===== src/freq_cmp_pkg.sv =====
// shared constants, types and register map of the counter channel
package freq_cmp_pkg;

    // register byte offsets
    localparam logic [7:0] ctrl_offset = 8'h00;
    localparam logic [7:0] compare_offset = 8'h04;
    localparam logic [7:0] hyst_offset = 8'h08;
    localparam logic [7:0] pulse_offset = 8'h0c;
    localparam logic [7:0] integ_offset = 8'h10;
    localparam logic [7:0] count_offset = 8'h14;
    localparam logic [7:0] freq_offset = 8'h18;
    localparam logic [7:0] status_offset = 8'h1c;

    // reset values
    localparam logic [31:0] compare_reset = 32'h0000_0000;
    localparam logic [7:0] hyst_reset = 8'h00;
    localparam logic [7:0] pulse_reset = 8'h00;
    localparam logic [13:0] integ_reset = 14'h0064;

    // hysteresis widths below this value switch hysteresis off
    localparam logic [7:0] hyst_min_active = 8'h02;
    // pulse duration step and integration time limits, in ms
    localparam int pulse_step_ms = 2;
    localparam logic [13:0] integ_min_ms = 14'h000a;
    localparam logic [13:0] integ_max_ms = 14'h2710;
    // clock rate and derived cycles per millisecond
    localparam int clock_hz = 10_000_000;
    localparam int cycles_per_ms = clock_hz / 1000;
    // millihertz scale: edges * 1e6 / integration time in ms
    localparam logic [19:0] mhz_scale = 20'hf4240;
    localparam int edge_w = 27;
    localparam int div_w = 48;
    localparam logic [5:0] div_last = 6'h2f;

    typedef enum logic [1:0] {
        out_none,
        out_at_or_above,
        out_pulse
    } out_mode_t;

    typedef enum logic [1:0] {
        irq_off,
        irq_process,
        irq_diag_process
    } irq_sel_t;

    // control register layout, bit 0 at the right
    typedef struct packed {
        logic end_irq_en;      // [7]
        irq_sel_t irq_sel;     // [6:5]
        logic manual_out;      // [4]
        logic software_gate_bit; // [3]
        out_mode_t out_mode;   // [2:1]
        logic freq_mode;       // [0]
    } ctrl_t;

    // status register layout, bit 0 at the right
    typedef struct packed {
        logic integ_error;     // [5]
        logic irq_pending;     // [4]
        logic gate_open;       // [3]
        logic hyst_active;     // [2]
        logic digital_out;     // [1]
        logic comparator_status_bit; // [0]
    } status_t;

endpackage


===== src/freq_cmp_channel.sv =====
// one counter channel: comparator with hysteresis, frequency meter, wishbone registers
//
// The implementer's own choices: the Wishbone slave port and the placing of the registers.
`timescale 1ns/1ns

module freq_cmp_channel
    import freq_cmp_pkg::*;
#(
    parameter int cycles_ms = cycles_per_ms
) (
    input wire logic clock,
    input wire logic rst,
    input wire logic [31:0] wb_adr_i,
    input wire logic [31:0] wb_dat_i,
    output logic [31:0] wb_dat_o,
    input wire logic wb_we_i,
    input wire logic [3:0] wb_sel_i,
    input wire logic wb_cyc_i,
    input wire logic wb_stb_i,
    output logic wb_ack_o,
    input wire logic pulse_a,
    input wire logic dir_b,
    input wire logic irq_ack,
    output logic digital_out,
    output logic hw_irq,
    output logic diag_irq
);

    ctrl_t ctrl;
    status_t status;
    logic [31:0] compare_value, measured_frequency_value, rd_data;
    logic [7:0] hyst_width, pulse_units;
    logic [13:0] integ_ms;
    logic signed [31:0] count;
    logic integ_error, a_prev, b_prev, a_rise, b_rise, wr, rd_ok;
    // comparator state
    logic upd, last_dir, prev_cond, hyst_active, stored_dir, level;
    logic next_hyst_active, next_stored_dir, next_level;
    logic fire, cond, outside, ge_mode, zero_pulse, pulse_busy;
    logic signed [33:0] count_w, range_hi, range_lo;
    logic [23:0] pulse_left;
    // frequency meter state
    logic running, ms_tick, interval_end, div_busy, div_done, irq_pending;
    logic [23:0] ms_cnt;
    logic [13:0] int_elapsed, int_len, div_den;
    logic [edge_w-1:0] edges;
    logic [5:0] div_step;
    logic [div_w-1:0] div_num;
    logic [14:0] div_rem, rem_shift;
    function automatic logic [31:0] merge(input logic [31:0] old, input logic [31:0] val,
                                          input logic [3:0] sel);
        logic [31:0] res;
        res = old;
        for (int i = 0; i < 4; i++) begin
            if (sel[i]) begin
                res[i*8 +: 8] = val[i*8 +: 8];
            end
        end
        return res;
    endfunction

    // wishbone slave
    assign wr = wb_cyc_i && wb_stb_i && wb_we_i && !wb_ack_o;
    always_ff @(posedge clock) begin
        if (rst) begin
            wb_ack_o <= 1'b0;
        end else begin
            wb_ack_o <= wb_cyc_i && wb_stb_i && !wb_ack_o;
        end
    end

    always_comb begin
        status = '{integ_error: integ_error, irq_pending: irq_pending,
                   gate_open: ctrl.software_gate_bit, hyst_active: hyst_active,
                   digital_out: digital_out, comparator_status_bit: level || pulse_busy};
        rd_ok = 1'b1;
        case (wb_adr_i[7:0])
            ctrl_offset: rd_data = {24'h000000, ctrl};
            compare_offset: rd_data = compare_value;
            hyst_offset: rd_data = {24'h000000, hyst_width};
            pulse_offset: rd_data = {24'h000000, pulse_units};
            integ_offset: rd_data = {18'h00000, integ_ms};
            count_offset: rd_data = count;
            freq_offset: rd_data = measured_frequency_value;
            status_offset: rd_data = {26'h0000000, status};
            default: begin
                rd_ok = 1'b0;
                rd_data = 32'h0000_0000;
            end
        endcase
        if (wb_adr_i[31:8] != 24'h000000) begin
            rd_ok = 1'b0;
        end
    end

    always_ff @(posedge clock) begin
        if (rst) begin
            wb_dat_o <= 32'h0000_0000;
        end else if (wb_cyc_i && wb_stb_i && !wb_ack_o && !wb_we_i) begin
            wb_dat_o <= rd_ok ? rd_data : 32'h0000_0000;
        end
    end
    // writable registers; settings 0..255 and 0..255 x 2 ms fit the fields
    always_ff @(posedge clock) begin
        if (rst) begin
            ctrl <= '0;
            compare_value <= compare_reset;
            hyst_width <= hyst_reset;
            pulse_units <= pulse_reset;
        end else if (wr && wb_adr_i[31:8] == 24'h000000) begin
            case (wb_adr_i[7:0])
                ctrl_offset: begin
                    if (wb_sel_i[0]) begin
                        ctrl <= ctrl_t'(wb_dat_i[7:0]);
                    end
                end
                compare_offset: compare_value <= merge(compare_value, wb_dat_i, wb_sel_i);
                hyst_offset: begin
                    if (wb_sel_i[0]) begin
                        hyst_width <= wb_dat_i[7:0];
                    end
                end
                pulse_offset: begin
                    if (wb_sel_i[0]) begin
                        pulse_units <= wb_dat_i[7:0];
                    end
                end
                default: ;
            endcase
        end
    end
    // integration time accepted only inside 10..10000 ms
    always_ff @(posedge clock) begin
        if (rst) begin
            integ_ms <= integ_reset;
            integ_error <= 1'b0;
        end else if (wr && wb_adr_i == {24'h000000, integ_offset} && wb_sel_i[1:0] == 2'b11) begin
            if (wb_dat_i[31:14] == 18'h00000 && wb_dat_i[13:0] >= integ_min_ms
                    && wb_dat_i[13:0] <= integ_max_ms) begin
                integ_ms <= wb_dat_i[13:0];
                integ_error <= 1'b0;
            end else begin
                integ_error <= 1'b1;
            end
        end
    end
    // input edge detection
    always_ff @(posedge clock) begin
        if (rst) begin
            a_prev <= 1'b0;
            b_prev <= 1'b0;
        end else begin
            a_prev <= pulse_a;
            b_prev <= dir_b;
        end
    end
    assign a_rise = pulse_a && !a_prev;
    assign b_rise = dir_b && !b_prev;
    // ordinary counter
    always_ff @(posedge clock) begin
        if (rst) begin
            count <= 32'sh0000_0000;
            upd <= 1'b0;
            last_dir <= 1'b0;
        end else begin
            upd <= 1'b0;
            if (ctrl.software_gate_bit && !ctrl.freq_mode && a_rise) begin
                count <= dir_b ? count - 32'sh0000_0001 : count + 32'sh0000_0001;
                last_dir <= dir_b;
                upd <= 1'b1;
            end
        end
    end
    // comparator with hysteresis
    assign ge_mode = ctrl.out_mode == out_at_or_above;
    assign zero_pulse = pulse_units == 8'h00;
    assign count_w = 34'(count);
    assign range_hi = 34'(signed'(compare_value)) + signed'({26'h0, hyst_width});
    assign range_lo = 34'(signed'(compare_value)) - signed'({26'h0, hyst_width});
    assign outside = count_w > range_hi || count_w < range_lo;
    assign cond = ge_mode ? count >= signed'(compare_value) : count == signed'(compare_value);

    always_comb begin
        next_hyst_active = hyst_active;
        next_stored_dir = stored_dir;
        next_level = level;
        fire = 1'b0;
        if (ctrl.out_mode == out_none || ctrl.freq_mode) begin
            next_hyst_active = 1'b0;
            next_level = 1'b0;
        end else if (upd) begin
            if (hyst_width < hyst_min_active) begin
                next_hyst_active = 1'b0;
                if (ge_mode || zero_pulse) begin
                    next_level = cond;
                end else begin
                    fire = cond && !prev_cond;
                end
            end else if (hyst_active) begin
                if (outside) begin
                    next_hyst_active = 1'b0;
                    if (ge_mode) begin
                        next_level = cond;
                    end else if (zero_pulse) begin
                        next_level = 1'b0;
                    end else if (last_dir != stored_dir) begin
                        fire = 1'b1;
                    end
                    // leaving in stored direction: no pulse
                end else if (ge_mode && !cond) begin
                    next_level = 1'b0;
                end
                // inside range equality repeats nothing
            end else if (cond && !prev_cond) begin
                next_hyst_active = 1'b1;
                next_stored_dir = last_dir;
                if (ge_mode || zero_pulse) begin
                    next_level = 1'b1;
                end else begin
                    fire = 1'b1;
                end
            end else if (ge_mode && !cond) begin
                next_level = 1'b0;
            end
        end
    end

    always_ff @(posedge clock) begin
        if (rst) begin
            hyst_active <= 1'b0;
            stored_dir <= 1'b0;
            level <= 1'b0;
            prev_cond <= 1'b0;
        end else begin
            hyst_active <= next_hyst_active;
            stored_dir <= next_stored_dir;
            level <= next_level;
            if (upd) begin
                prev_cond <= cond;
            end
        end
    end
    // pulse timer: duration latched at start, no retrigger while running
    always_ff @(posedge clock) begin
        if (rst) begin
            pulse_busy <= 1'b0;
            pulse_left <= 24'h000000;
        end else if (pulse_busy) begin
            pulse_left <= pulse_left - 24'h000001;
            if (pulse_left == 24'h000001) begin
                pulse_busy <= 1'b0;
            end
        end else if (fire && !zero_pulse) begin
            pulse_busy <= 1'b1;
            pulse_left <= 24'(pulse_units * pulse_step_ms * cycles_ms);
        end
    end

    always_ff @(posedge clock) begin
        if (rst) begin
            digital_out <= 1'b0;
        end else if (ctrl.out_mode == out_none || ctrl.freq_mode) begin
            digital_out <= ctrl.manual_out && !ctrl.freq_mode;
        end else if (ge_mode || zero_pulse) begin
            digital_out <= next_level;
        end else begin
            digital_out <= pulse_busy && pulse_left != 24'h000001 || fire;
        end
    end
    // frequency meter
    // dedicated per-channel logic, so no sharing limits the rate
    assign running = ctrl.freq_mode && ctrl.software_gate_bit;
    assign ms_tick = ms_cnt == 24'(cycles_ms - 1);
    assign interval_end = running && ms_tick && int_elapsed == int_len - 14'h0001;

    always_ff @(posedge clock) begin
        if (rst || !running) begin
            ms_cnt <= 24'h000000;
            int_elapsed <= 14'h0000;
            int_len <= integ_ms;
            edges <= '0;
        end else begin
            ms_cnt <= ms_tick ? 24'h000000 : ms_cnt + 24'h000001;
            if (interval_end) begin
                int_elapsed <= 14'h0000;
                int_len <= integ_ms;
                edges <= '0;
            end else begin
                if (ms_tick) begin
                    int_elapsed <= int_elapsed + 14'h0001;
                end
                if (b_rise) begin
                    edges <= edges + edge_w'(1);
                end
            end
        end
    end
    // long division: edges * 1e6 / ms, one quotient bit per clock
    assign rem_shift = {div_rem[13:0], div_num[div_w-1]};

    always_ff @(posedge clock) begin
        if (rst) begin
            div_busy <= 1'b0;
            div_step <= 6'h00;
            div_num <= '0;
            div_rem <= 15'h0000;
            div_den <= 14'h0000;
            div_done <= 1'b0;
        end else begin
            div_done <= 1'b0;
            if (interval_end) begin
                div_busy <= 1'b1;
                div_step <= 6'h00;
                div_num <= div_w'((edges + edge_w'(b_rise)) * mhz_scale);
                div_rem <= 15'h0000;
                div_den <= int_len;
            end else if (div_busy) begin
                if (rem_shift >= {1'b0, div_den}) begin
                    div_rem <= rem_shift - {1'b0, div_den};
                    div_num <= {div_num[div_w-2:0], 1'b1};
                end else begin
                    div_rem <= rem_shift;
                    div_num <= {div_num[div_w-2:0], 1'b0};
                end
                div_step <= div_step + 6'h01;
                if (div_step == div_last) begin
                    div_busy <= 1'b0;
                    div_done <= 1'b1;
                end
            end
        end
    end
    // result replaced only when an interval completes; zero edges gives zero
    always_ff @(posedge clock) begin
        if (rst) begin
            measured_frequency_value <= 32'h0000_0000;
        end else if (div_done) begin
            if (div_num[div_w-1:32] != '0) begin
                measured_frequency_value <= 32'hffff_ffff;
            end else begin
                measured_frequency_value <= div_num[31:0];
            end
        end
    end
    // end-of-measurement event and lost-event diagnostic; new event beats ack
    always_ff @(posedge clock) begin
        if (rst) begin
            hw_irq <= 1'b0;
            diag_irq <= 1'b0;
            irq_pending <= 1'b0;
        end else begin
            hw_irq <= 1'b0;
            diag_irq <= 1'b0;
            if (div_done && ctrl.end_irq_en && ctrl.irq_sel != irq_off) begin
                hw_irq <= 1'b1;
                irq_pending <= 1'b1;
                if (irq_pending && !irq_ack && ctrl.irq_sel == irq_diag_process) begin
                    diag_irq <= 1'b1;
                end
            end else if (irq_ack) begin
                irq_pending <= 1'b0;
            end
        end
    end

endmodule


===== config.mk =====
export PLATFORM = sky130hd
export DESIGN_NAME = freq_cmp_channel
export DESIGN_NICKNAME = d
export VERILOG_FILES = /design/src/freq_cmp_pkg.sv /design/src/freq_cmp_channel.sv
export SDC_FILE = /design/constraint.sdc
export NUM_CORES = 2
export LEC_CHECK = 0
export BUFFER_PORTS_ARGS = -buffer_cell sky130_fd_sc_hd__buf_2
export CAP_MARGIN = 25
export CORE_UTILIZATION = 39
export DETAILED_ROUTE_END_ITERATION = 10
export HOLD_SLACK_MARGIN = 0.02
export PLACE_DENSITY = 0.54
export RECOVER_POWER = 25
export SLEW_MARGIN = 30
export SYNTH_ARGS = -nofsm -noshare
export SYNTH_HDL_FRONTEND = slang
export SYNTH_SLANG_ARGS = --single-unit

===== constraint.sdc =====
create_clock -name clock -period 8.9 [get_ports clock]
set_clock_uncertainty 0.05 [all_clocks]
set_input_delay 0.445 -clock clock [delete_from_list [all_inputs] [get_ports clock]]
set_output_delay 0.445 -clock clock [all_outputs]
set_load 0.01 [all_outputs]

==> impl_metrics.prom <==
# TYPE chip_impl_metric gauge
chip_impl_metric{name="clock_path_buffers",unit=""} 3
chip_impl_metric{name="post-route-period-util",unit="%"} 88.1
chip_impl_info{name="synth_top_cell_by_area",value="sky130_fd_sc_hd__dfxtp_1"} 1
chip_impl_info{name="tritoncts_clock_tree",value="built"} 1
chip_impl_metric{name="detail_route.iter0.violations",unit=""} 1589
chip_impl_metric{name="critical_path_arrival",unit="ns"} 8.06
chip_impl_metric{name="cts_hold_repair.buffers",unit=""} 0
chip_impl_metric{name="portBuffers",unit=""} 111
chip_impl_metric{name="post-synth-top-area-fraction",unit="%"} 24.0
chip_impl_metric{name="average_cell_area_after_synthesis",unit="µm²"} 8.48
chip_impl_metric{name="finalSetupViolCount",unit=""} 0
chip_impl_metric{name="stdcell_count",unit=""} 4545
chip_impl_metric{name="layout.nets",unit=""} 4092
chip_impl_metric{name="synth.distinct_cells",unit=""} 95
chip_impl_metric{name="globalRouteOverflowTotal",unit=""} 0
chip_impl_metric{name="grt_first_pass_wirelength",unit="µm"} 129000
chip_impl_metric{name="max-vdd-ir-drop",unit="mV"} 0.113
chip_impl_metric{name="routed_wirelength",unit="µm"} 80500
chip_impl_info{name="critPathCaptureType",value="register"} 1
chip_impl_metric{name="static-leakage-power",unit="nW"} 14.4
chip_impl_metric{name="final_critical_path_time_including_i_o_delays_and_setup",unit="ns"} 7.84
chip_impl_metric{name="timing.critical_path.slowest_cell_delay",unit="ns"} 0.53
chip_impl_info{name="layout_commonest_cell",value="sky130_fd_sc_hd__inv_1"} 1
chip_impl_metric{name="die_h",unit="µm"} 277
chip_impl_metric{name="placement.cell_area",unit="µm²"} 31100
chip_impl_info{name="start_kind",value="register"} 1
chip_impl_metric{name="path_buf_inv",unit=""} 8
chip_impl_info{name="crit_family",value="adder cells"} 1
chip_impl_info{name="post_synth_main_area_contributors",value="sky130_fd_sc_hd__dfxtp_1, sky130_fd_sc_hd__ha_1, sky130_fd_sc_hd__fa_1, sky130_fd_sc_hd__xnor2_1, sky130_fd_sc_hd__inv_1"} 1
chip_impl_info{name="violations_in_the_final_reports",value="capacitance limit, slew limit"} 1
chip_impl_metric{name="maxClockFrequency",unit="MHz"} 128
chip_impl_metric{name="tightest_slew",unit="ns"} 4.18
chip_impl_metric{name="finalHoldViolCount",unit=""} 0
chip_impl_metric{name="yosys_warnings",unit=""} 0
chip_impl_metric{name="vias",unit=""} 24200
chip_impl_metric{name="areaGrowthSynthToFinish",unit="%"} 10.1
chip_impl_metric{name="antenna_found_initial",unit=""} 0
chip_impl_metric{name="synth_seq_cells",unit=""} 368
chip_impl_info{name="crit_type",value="reg -> reg"} 1
chip_impl_metric{name="floorplan.core_area",unit="µm²"} 74700
chip_impl_metric{name="maximum_number_of_pins_on_one_net_before_global_route_repair",unit=""} 88
chip_impl_metric{name="cts.sink_count",unit=""} 368
chip_impl_metric{name="sum_of_negative_setup_slack",unit="ns"} 0
chip_impl_metric{name="dp_cells",unit=""} 4463
chip_impl_info{name="status",value="complete, but fails checks"} 1
chip_impl_metric{name="gr-usage-all-layers",unit="%"} 20.8
chip_impl_info{name="clock-root-buffer",value="sky130_fd_sc_hd__clkbuf_16"} 1
chip_impl_metric{name="worstSkewPairLatency",unit="ns"} 0.60
chip_impl_metric{name="insertedDiodeCount",unit=""} 0
chip_impl_metric{name="cts.htree.levels",unit=""} 2
chip_impl_metric{name="maxSlewHeadroom",unit="%"} -179
chip_impl_metric{name="final_design_area_no_fill",unit="µm²"} 32500
chip_impl_metric{name="timing.final.max_slew_violations",unit=""} 278
chip_impl_metric{name="place.detailed.hpwl",unit="µm"} 62600
chip_impl_metric{name="wl_per_cell",unit="µm"} 17.7
chip_impl_metric{name="drtAntennaViolNets",unit=""} 0
chip_impl_metric{name="cp_data_required_time",unit="ns"} 9.12
chip_impl_metric{name="synth-async-reset-ratio",unit="%"} 0
chip_impl_metric{name="cts_setup_buffers",unit=""} 0
chip_impl_metric{name="boundaryPins",unit=""} 112
chip_impl_metric{name="drc_errors",unit=""} 0
chip_impl_metric{name="routed_via_density",unit=""} 5.33
chip_impl_metric{name="drt-pass1-iter-count",unit=""} 7
chip_impl_metric{name="total_power",unit="W"} 0.00360
chip_impl_metric{name="row_count",unit=""} 100
chip_impl_metric{name="initial_utilization",unit="%"} 39.5
chip_impl_metric{name="width_of_the_die",unit="µm"} 277
chip_impl_metric{name="syn_area",unit="µm²"} 29500
chip_impl_metric{name="drive_gt1_share",unit="%"} 7.41
chip_impl_metric{name="via_count_of_the_first_global_routing_pass",unit=""} 23100
chip_impl_info{name="grt_setup_unrepaired",value="no"} 1
chip_impl_info{name="cp_common_cell",value="sky130_fd_sc_hd__inv_1"} 1
chip_impl_metric{name="power_density",unit="nW/µm²"} 111
chip_impl_metric{name="maxCapViolCount",unit=""} 4
chip_impl_metric{name="postSynthNetCount",unit=""} 4033
chip_impl_metric{name="gp_congestion",unit=""} 0.899
chip_impl_metric{name="numCtsBuffers",unit=""} 45
chip_impl_info{name="critical-path-slowest-cell",value="sky130_fd_sc_hd__fa_1"} 1
chip_impl_metric{name="clk_pin_slew_worst_paths",unit="ns"} 0.06
chip_impl_info{name="holdCritPathClass",value="in -> reg"} 1
chip_impl_metric{name="post_cts_resized",unit=""} 0
chip_impl_info{name="commonest_non_fill_non_tap_cells_in_the_layout",value="sky130_fd_sc_hd__inv_1, sky130_fd_sc_hd__dfxtp_1, sky130_fd_sc_hd__ha_1, sky130_fd_sc_hd__nor2_1, sky130_fd_sc_hd__a21oi_1"} 1
chip_impl_metric{name="netlist_instances",unit=""} 3482
chip_impl_metric{name="crit_path_max_fanout",unit=""} 6
chip_impl_info{name="most_used_flip_flop_cell_after_synthesis",value="sky130_fd_sc_hd__dfxtp_1"} 1
chip_impl_metric{name="synth_edf_count",unit=""} 14
chip_impl_metric{name="synth.yosys.seq_area_share",unit="%"} 25.4
chip_impl_metric{name="die_area",unit="µm²"} 76800
[stage by stage]
step	util, %	worst slack, ns	hold WS [ns]
after global routing	43.5	0.294	0.0640
after floorplan	-	1.20	0.380
final	43.5	1.06	0.0655
after CTS	43.6	1.13	0.0378
after global placement	41.6	0.845	0.411
after detailed placement	41.6	0.752	0.410
[cell usage after synthesis (40+ instances only)]
library cell	number
sky130_fd_sc_hd__inv_1	369
sky130_fd_sc_hd__dfxtp_1	354
sky130_fd_sc_hd__ha_1	350
sky130_fd_sc_hd__nor2_1	341
sky130_fd_sc_hd__a21oi_1	256
sky130_fd_sc_hd__nand2_1	220
sky130_fd_sc_hd__xnor2_1	176
sky130_fd_sc_hd__fa_1	125
sky130_fd_sc_hd__nand3_1	114
sky130_fd_sc_hd__clkbuf_1	111
sky130_fd_sc_hd__o21ai_0	99
sky130_fd_sc_hd__a211oi_1	83
sky130_fd_sc_hd__xor2_1	79
sky130_fd_sc_hd__mux2i_1	78
sky130_fd_sc_hd__a21o_1	58
sky130_fd_sc_hd__nor3_1	55
sky130_fd_sc_hd__nand4_1	51
sky130_fd_sc_hd__nor2b_1	41
sky130_fd_sc_hd__nor4_1	40
[routing by layer]
layer  up-vias  routed length (µm)  global-route usage [%]
met2       482               35700                    33.3
met3        87                3770                    2.68
met1     11300               39400                    29.5
met5         -                   0                       0
li1      12300                   -                       -
met4         0                1620                    4.99
[tightest hold or removal path: cells and delay by family]
kind	cells	cell delay [ns]
buffers and inverters	1	0.09
muxes	1	0.06
and+or+nand+nor	1	0.07
[power by group]
| part | switching [W] | internal, W | total [W] |
|---|---|---|---|
| Combinational | 0.0000751 | 0.0000337 | 0.000109 |
| Clock | 0.000780 | 0.00106 | 0.00184 |
| Sequential | 0.000000360 | 0.00166 | 0.00166 |
| Total | 0.000855 | 0.00275 | 0.00360 |
[state kept, by name (all words and copies together) (netlist names), 24 cells and up]
register / count
measured_frequency_value: 32
compare_value: 32
count: 32
pulse_left: 24
ms_cnt: 24
wb_dat_o: 32
div_num: 48
edges: 27
[path summary, 6_finish.rpt]
path / startpoint / endpoint / slack [ns] / cells past startpoint
max reg2reg: b_prev$_SDFF_PP0_ / div_num[44]$_SDFFE_PP0P_ / 1.06 / 33
min reg2reg: pulse_left[15]$_SDFFE_PP0P_ / pulse_left[15]$_SDFFE_PP0P_ / 0.42 / 2
min: wb_dat_i[28] / compare_value[28]$_SDFFE_PP0P_ / 0.07 / 3
max: b_prev$_SDFF_PP0_ / div_num[44]$_SDFFE_PP0P_ / 1.06 / 33
[cells by family after synthesis]
logic type	share of synthesized area, %
multiplexers	3.03
AO/OA/AOI/OAI	17.0
AND/OR/NAND/NOR	16.8
adder cells (fa/ha/maj)	23.4
flip-flops	25.4
buffers and inverters	6.71
XOR/XNOR	7.57
[area by class of cell]
class | count | area, µm²
clock buffer | 65 | 1310
tap | 969 | 1210
timing repair buffer | 151 | 802
multi-input combinational | 2602 | 20100
inverter | 373 | 1400
clock inverter | 17 | 153
fill | 7536 | 42200
sequential | 368 | 7510
No activity file was read; power rests on OpenSTA's default activity.
